`config.mk`:
```
export PLATFORM = sky130hd
export DESIGN_NAME = stw_slave
export DESIGN_NICKNAME = d
export VERILOG_FILES = /design/src/rtl/stw_slave.v /design/src/rtl/stw_sync.v
export VERILOG_INCLUDE_DIRS = /design/src /design/src/rtl
export SDC_FILE = /design/constraint.sdc
export NUM_CORES = 1
export LEC_CHECK = 0
export BUFFER_PORTS_ARGS = -buffer_cell sky130_fd_sc_hd__buf_2
export CAP_MARGIN = 20
export CORE_MARGIN = 1.5
export CORE_UTILIZATION = 35
export DETAILED_ROUTE_END_ITERATION = 10
export GPL_ROUTABILITY_DRIVEN = 0
export PLACE_DENSITY = 0.55
export SYNTH_ARGS = -nofsm -noshare
export SYNTH_HDL_FRONTEND = slang
export SYNTH_SLANG_ARGS = --single-unit
```
`constraint.sdc`:
```
create_clock -name clk_in -period 3.4 [get_ports clk_in]
set_input_delay 0.68 -clock clk_in [delete_from_list [all_inputs] [get_ports clk_in]]
set_output_delay 0.68 -clock clk_in [all_outputs]
set_load 0.05 [all_outputs]
```
`src/rtl/stw_consts.vh`:
```
`ifndef STW_CONSTS_VH
`define STW_CONSTS_VH
`define STW_ID_00       8'h90
`define STW_ID_01       8'h98
`define STW_ID_10       8'hb0
`define STW_ID_11       8'hb8
`define STW_DIR_BIT     0
`define STW_IDX_W       8
`define STW_DATA_W      16
`define STW_BITS_BYTE   4'h8
`endif

```
`src/rtl/stw_slave.v`:
```
`include "stw_consts.vh"
module stw_slave #(
  parameter IDX_W  = `STW_IDX_W,
  parameter DATA_W = `STW_DATA_W
) (
  input  wire              clk_in,
  input  wire              arst_n_in,
  input  wire              serial_clock_in,
  input  wire              serial_data_line_in,
  output reg               serial_data_line_out,
  output reg               serial_data_line_oe_out,
  input  wire              slave_id_select_lo_in,
  input  wire              slave_id_select_hi_in,
  input  wire [DATA_W-1:0] reg_rdata_in,
  output reg  [IDX_W-1:0]  reg_index_out,
  output reg  [DATA_W-1:0] reg_wdata_out,
  output reg               reg_write_out,
  output reg               reg_read_out,
  output reg               busy_out
);
  localparam ST_IDLE = 6'b000001;
  localparam ST_ADDR = 6'b000010;
  localparam ST_RX   = 6'b000100;
  localparam ST_ACK  = 6'b001000;
  localparam ST_TX   = 6'b010000;
  localparam ST_MACK = 6'b100000;
  localparam PIN_SCL = 0;
  localparam PIN_SDA = 1;
  localparam PIN_SLO = 2;
  localparam PIN_SHI = 3;
  localparam N_PINS  = 4;

  wire [N_PINS-1:0] pin_raw;
  wire [N_PINS-1:0] pin_s;
  wire       scl_s;
  wire       sda_s;
  wire       sel_lo_s;
  wire       sel_hi_s;
  reg  scl_d_reg;
  reg  sda_d_reg;
  reg  [5:0] state_reg;
  reg  [3:0] bit_cnt_reg;
  reg  [7:0] shift_reg;
  reg  [7:0] hi_byte_reg;
  reg        rd_reg;
  reg        idx_phase_reg;
  reg        lo_phase_reg;
  reg        ack_drive_reg;
  reg  [7:0] my_id;

  assign pin_raw = {slave_id_select_hi_in, slave_id_select_lo_in,
                    serial_data_line_in, serial_clock_in};

  // Two-stage synchronisers for every pin input
  genvar gi;
  generate
    for (gi = 0; gi < N_PINS; gi = gi + 1) begin : g_sync
      stw_sync u_sync (
        .clk_in    (clk_in),
        .arst_n_in (arst_n_in),
        .d_in      (pin_raw[gi]),
        .q_out     (pin_s[gi])
      );
    end
  endgenerate

  assign scl_s    = pin_s[PIN_SCL];
  assign sda_s    = pin_s[PIN_SDA];
  assign sel_lo_s = pin_s[PIN_SLO];
  assign sel_hi_s = pin_s[PIN_SHI];

  wire scl_rise = scl_s & ~scl_d_reg;
  wire scl_fall = ~scl_s & scl_d_reg;
  wire start_ev = scl_s & scl_d_reg & sda_d_reg & ~sda_s;
  wire stop_ev  = scl_s & scl_d_reg & ~sda_d_reg & sda_s;

  always @* begin
    case ({sel_hi_s, sel_lo_s})
      2'b00:   my_id = `STW_ID_00;
      2'b01:   my_id = `STW_ID_01;
      2'b10:   my_id = `STW_ID_10;
      default: my_id = `STW_ID_11;
    endcase
  end

  // Previous levels for edge and start/stop detection
  always @(posedge clk_in or negedge arst_n_in) begin
    if (!arst_n_in) begin
      scl_d_reg <= 1'b1;
      sda_d_reg <= 1'b1;
    end else begin
      scl_d_reg <= scl_s;
      sda_d_reg <= sda_s;
    end
  end

  always @(posedge clk_in or negedge arst_n_in) begin
    if (!arst_n_in) begin
      state_reg               <= ST_IDLE;
      bit_cnt_reg             <= 4'h0;
      shift_reg               <= 8'h00;
      hi_byte_reg             <= 8'h00;
      rd_reg                  <= 1'b0;
      idx_phase_reg           <= 1'b0;
      lo_phase_reg            <= 1'b0;
      ack_drive_reg           <= 1'b0;
      serial_data_line_out    <= 1'b0;
      serial_data_line_oe_out <= 1'b0;
      reg_index_out           <= {IDX_W{1'b0}};
      reg_wdata_out           <= {DATA_W{1'b0}};
      reg_write_out           <= 1'b0;
      reg_read_out            <= 1'b0;
      busy_out                <= 1'b0;
    end else begin
      reg_write_out <= 1'b0;
      reg_read_out  <= 1'b0;
      serial_data_line_out <= 1'b0;
      if (start_ev) begin
        state_reg               <= ST_ADDR;
        bit_cnt_reg             <= 4'h0;
        serial_data_line_oe_out <= 1'b0;
        busy_out                <= 1'b1;
      end else if (stop_ev) begin
        state_reg               <= ST_IDLE;
        serial_data_line_oe_out <= 1'b0;
        busy_out                <= 1'b0;
      end else begin
        case (state_reg)
          ST_IDLE: begin
            serial_data_line_oe_out <= 1'b0;
          end
          ST_ADDR, ST_RX: begin
            if (scl_rise) begin
              shift_reg   <= {shift_reg[6:0], sda_s};
              bit_cnt_reg <= bit_cnt_reg + 4'h1;
            end
            if (scl_fall && bit_cnt_reg == `STW_BITS_BYTE) begin
              bit_cnt_reg <= 4'h0;
              if (state_reg == ST_ADDR) begin
                if (shift_reg[7:1] == my_id[7:1]) begin
                  rd_reg        <= shift_reg[`STW_DIR_BIT];
                  idx_phase_reg <= ~shift_reg[`STW_DIR_BIT];
                  lo_phase_reg  <= 1'b0;
                  state_reg     <= ST_ACK;
                  serial_data_line_oe_out <= 1'b1;
                  if (shift_reg[`STW_DIR_BIT])
                    reg_read_out <= 1'b1;
                end else begin
                  state_reg <= ST_IDLE;
                  busy_out  <= 1'b0;
                end
              end else begin
                state_reg               <= ST_ACK;
                serial_data_line_oe_out <= 1'b1;
                if (idx_phase_reg) begin
                  reg_index_out <= shift_reg[IDX_W-1:0];
                  idx_phase_reg <= 1'b0;
                  lo_phase_reg  <= 1'b0;
                end else if (!lo_phase_reg) begin
                  hi_byte_reg  <= shift_reg;
                  lo_phase_reg <= 1'b1;
                end else begin
                  reg_wdata_out <= {hi_byte_reg, shift_reg};
                  reg_write_out <= 1'b1;
                  lo_phase_reg  <= 1'b0;
                end
              end
            end
          end
          ST_ACK: begin
            if (scl_fall) begin
              serial_data_line_oe_out <= 1'b0;
              if (rd_reg) begin
                state_reg <= ST_TX;
                shift_reg <= lo_phase_reg ? reg_rdata_in[7:0]
                                          : reg_rdata_in[15:8];
                serial_data_line_oe_out <= lo_phase_reg
                  ? ~reg_rdata_in[7] : ~reg_rdata_in[15];
              end else begin
                state_reg <= ST_RX;
                if (ack_drive_reg) begin
                  reg_index_out <= reg_index_out + 1'b1;
                end
              end
              ack_drive_reg <= 1'b0;
            end else if (reg_write_out) begin
              ack_drive_reg <= 1'b1;
            end
          end
          ST_TX: begin
            if (scl_fall) begin
              bit_cnt_reg <= bit_cnt_reg + 4'h1;
              shift_reg   <= {shift_reg[6:0], 1'b0};
              if (bit_cnt_reg == 4'h7) begin
                serial_data_line_oe_out <= 1'b0;
                state_reg <= ST_MACK;
                bit_cnt_reg <= 4'h0;
              end else begin
                serial_data_line_oe_out <= ~shift_reg[6];
              end
            end
          end
          ST_MACK: begin
            if (scl_rise) begin
              if (sda_s) begin
                state_reg <= ST_IDLE;
              end else begin
                state_reg <= ST_ACK;
                if (lo_phase_reg) begin
                  reg_index_out <= reg_index_out + 1'b1;
                  reg_read_out  <= 1'b1;
                end
                lo_phase_reg <= ~lo_phase_reg;
              end
            end
          end
          default: state_reg <= ST_IDLE;
        endcase
      end
    end
  end
endmodule

```
`src/rtl/stw_sync.v`:
```
module stw_sync (
  input  wire clk_in,
  input  wire arst_n_in,
  input  wire d_in,
  output wire q_out
);
  reg meta_reg;
  reg sync_reg;
  always @(posedge clk_in or negedge arst_n_in) begin
    if (!arst_n_in) begin
      meta_reg <= 1'b1;
      sync_reg <= 1'b1;
    end else begin
      meta_reg <= d_in;
      sync_reg <= meta_reg;
    end
  end
  assign q_out = sync_reg;
endmodule

```
==> results <==
- The flow ran to the end, and the final reports show no timing, DRC or antenna violations.
- The clock period could shrink to 2.59 ns.
- The cell count after synthesis came out at 320.
- The half-perimeter wire length of the detailed placement result is 5850 um.
- The worst setup path is captured at a register.
- After detailed routing, the average wire length per cell comes to 15.9 um.
- The hold violation total from the final report is 0.
- The worst setup path is launched from a register.
- After clock tree synthesis, the clock-pin slew on the worst setup and hold paths is 0.09 ns.
- The worst setup slack for register-to-register paths is 0.81 ns.
- The floorplan die height is 103 um.
- The tightest hold path in the finished design has a slack of 0.351 ns.
- Summing all multi-input logic gate instances after layout gives 1630 um2.
- The worst stage delay on the critical path is 0.60 ns.
- The standard cell core area is 9730 um2.
- Of all flip-flops after synthesis, the portion carrying an async set or reset was 1.00.
- The floorplan has 36 rows.
- At the pin with the least slew margin, the transition time is 0.646 ns.
- For this run, the share of the core covered by cells in the final layout is 0.416.
- The number of synthesized flops with an enable pin is 0.
- The data required time of the worst path is 3.62 ns.
- The total leakage power is 1.84 nW.
- The clock tree from TritonCTS is yes.
- At the worst endpoint, the arrival time is 2.81 ns.
- The maximum clock rate is 0.387 GHz.
- Of the synthesized area, sequential elements account for 0.491.
- The first-pass GRT wire length is 13,200 um.
- Summing every instance area after synthesis gives 3490 um2.
- The number of distinct standard cells referenced by the synthesized netlist is 60.
- The die covers 10,600 um2.
- The path class of the lowest-slack min-delay path is in2async.
- Counting both buffers and inverters, the worst setup path holds a total of 0.
- The count of endpoints failing setup in the final report is 0.
- The total power consumption of the routed design is 1.70 mW.
- The critical path goes through or4_1, or3b_4, nand4b_1, or2_2, mux2_2.
- The residual DRC count is 0.
- The area of placed instances is 3840 um2.
- Summed over all layers, the global routing overflow is 0.
- Setup repair after global routing left no endpoint under its margin.
- Counting the buffers created by CTS gives 9.
- The post-placement setup slack is 0.823 ns.
- The maximum fanout encountered on the critical timing path is 17.
- The synthesized netlist net count is 345.
- Of the cells placed in the final design, the portion with a size suffix greater than 1 is 0.334.
- The worst register-to-register path has a depth of 5.
- The number of antenna violations at the first check in global routing was 0.
- The count of port buffers added during placement is 49.
- In this run, the number of DRC markers left after iteration 0 of detailed routing was 260.
- Across the VDD grid, the largest voltage drop is 0.177 mV.
- In this run the remaining antenna-violating nets after routing total 0.
- The worst setup path is of the reg2reg kind.
- For this run, the post-layout net count is 394.
- The overall fraction of global-route tracks in use is 0.162.
- After routing the design area is 4050 um2.
- For this run, the number of Yosys warnings is 0.
- The most common library cell in the layout ignoring fill and taps is sky130_fd_sc_hd__dfrtp_1.
- The reg-to-reg endpoint is reg_wdata_out[6]$_DFFE_PN0P_.
- The worst slew margin relative to its limit is 0.569.
- The largest net degree at the start of global routing is 30.
- The initial core utilization is 0.359.
- The number of fill cells in the layout is 971.
- The number of H-tree levels is 3.
- Once routing completed, OpenROAD measured the worst setup slack at 0.813 ns.
- The sequential cells in the finished layout cover a total of 1720 um2.
- The final cell count without fillers is 507.
- The number of antenna diodes in the final layout is 0.
- In this run the critical register-to-register path is launched from state_reg[4]$_DFFE_PN0P_.
- The top-level I/O count is 51.
- The flip-flop cell with the highest count after synthesis is sky130_fd_sc_hd__dfrtp_1.
- The number of setup buffers added after CTS is 0.
- The detailed-route vias per instance is 5.37.
- The first-pass iteration count of the detailed router is 5.
- Hold repair after CTS inserted 0 buffers.
- The period utilization is 0.761.
- Leaving out fill and tap cells, the most frequent cells in the layout are sky130_fd_sc_hd__dfrtp_1 (57), sky130_fd_sc_hd__buf_2 (49), sky130_fd_sc_hd__mux2_2 (33).
- The die outline width is 103 um.
- The number of global-route vias before repair is 2,574.
- The final layout contains routed wiring with a total length of 8040 um.
- From synthesis to final layout, the design area changed by 15.9%.
- The number of clock sinks is 68.
- The clock root buffer is sky130_fd_sc_hd__clkbuf_8.
- The mean instance size in the synthesized netlist is 10.9 um2.
- The detailed router placed 2,722 vias in this run.
- In this design, the largest share of critical-path delay is due to simple AND/OR/NAND/NOR gates.
- After routing, the total negative slack on setup checks comes to 0 ns.
- For this design the ratio of total power to cell area is 420 nW/um2.
- The count of pins over their slew limit is 0.
- reg_wdata_out holds more flip-flops than any other register.
- The setup skew after layout is 0.00775 ns.
- The register with the most flip-flops in the layout has 16 of them.
- The max-cap check violation count is 0.
- In this run, synthesis produced a sequential element count of 68.
- Once the clock tree was built, the resizer swapped 0 gates to a different size.
- Including well taps, the total number of placed cells is 491.
- The clock latency on the worst-skew pair is 0.34 ns.
- The master of the slowest instance on the critical path is sky130_fd_sc_hd__or4_1.
- The longest clock path from root to sink contains 2 buffers.
## final cells by class
type,count,share of cell area
multi-input combinational,226,0.403
tap,133,0.0411
clock inverter,7,0.0204
clock buffer,9,0.0306
timing repair buffer,56,0.0735
sequential,68,0.424
inverter,8,0.00741
## cell families (layout without fill, tap and decap cells)
family	Yosys count	after routing	synth area share
AO/OA/AOI/OAI	71	71	0.138
XOR/XNOR	7	7	0.0176
adder cells (fa/ha/maj)	3	3	0.0107
buffers and inverters	26	80	0.0412
flip-flops	68	68	0.491
multiplexers	42	42	0.132
other	1	1	0.00107
AND/OR/NAND/NOR	102	102	0.169
## Yosys cell counts, types with 3 or more instances
cell type | number | share of area
sky130_fd_sc_hd__a211oi_1 | 9 | 0.019
sky130_fd_sc_hd__a21oi_1 | 6 | 0.0086
sky130_fd_sc_hd__a2bb2oi_1 | 6 | 0.015
sky130_fd_sc_hd__a31oi_1 | 4 | 0.0072
sky130_fd_sc_hd__and3_1 | 5 | 0.0090
sky130_fd_sc_hd__buf_2 | 4 | 0.0057
sky130_fd_sc_hd__buf_6 | 3 | 0.0097
sky130_fd_sc_hd__clkbuf_1 | 8 | 0.0086
sky130_fd_sc_hd__dfrtp_1 | 57 | 0.41
sky130_fd_sc_hd__dfstp_2 | 11 | 0.083
sky130_fd_sc_hd__ha_1 | 3 | 0.011
sky130_fd_sc_hd__inv_1 | 8 | 0.0086
sky130_fd_sc_hd__mux2_2 | 33 | 0.11
sky130_fd_sc_hd__mux2i_1 | 9 | 0.026
sky130_fd_sc_hd__nand2_1 | 22 | 0.024
sky130_fd_sc_hd__nand2b_1 | 5 | 0.0090
sky130_fd_sc_hd__nand3_1 | 14 | 0.020
sky130_fd_sc_hd__nand4_1 | 6 | 0.011
sky130_fd_sc_hd__nand4b_1 | 3 | 0.0075
sky130_fd_sc_hd__nor2_1 | 13 | 0.014
sky130_fd_sc_hd__nor2b_1 | 3 | 0.0054
sky130_fd_sc_hd__nor3_1 | 4 | 0.0057
sky130_fd_sc_hd__o21ai_0 | 22 | 0.032
sky130_fd_sc_hd__o22ai_1 | 6 | 0.011
sky130_fd_sc_hd__or2_2 | 3 | 0.0054
sky130_fd_sc_hd__or3_1 | 4 | 0.0072
sky130_fd_sc_hd__or4_1 | 3 | 0.0064
sky130_fd_sc_hd__xnor2_1 | 5 | 0.013
## power breakdown
part           switching, mW  internal [mW]
registers             0.0321          0.838
clock network          0.349          0.352
logic                 0.0770         0.0546
## worst max-delay path by stage
stage / slack [ns] / start / endpoint / cells past startpoint
finish: 0.81 / state_reg[4]$_DFFE_PN0P_ / reg_wdata_out[6]$_DFFE_PN0P_ / 5
global route: 0.68 / state_reg[4]$_DFFE_PN0P_ / reg_wdata_out[7]$_DFFE_PN0P_ / 5
CTS: 0.81 / state_reg[4]$_DFFE_PN0P_ / reg_wdata_out[6]$_DFFE_PN0P_ / 5
detailed placement: 0.82 / state_reg[4]$_DFFE_PN0P_ / reg_wdata_out[1]$_DFFE_PN0P_ / 5
global placement: 0.86 / state_reg[4]$_DFFE_PN0P_ / reg_wdata_out[0]$_DFFE_PN0P_ / 5
floorplan: 1.05 / state_reg[2]$_DFFE_PN0P_ / reg_wdata_out[0]$_DFFE_PN0P_ / 8
## layer usage
layer,global-route usage,routed length [um],vias up
li1,-,-,1291
met1,0.233,3850,1321
met2,0.246,3650,96
met3,0.0278,402,14
met4,0.0593,134,0
met5,0,0,-
(Power assumes the default switching activity.)
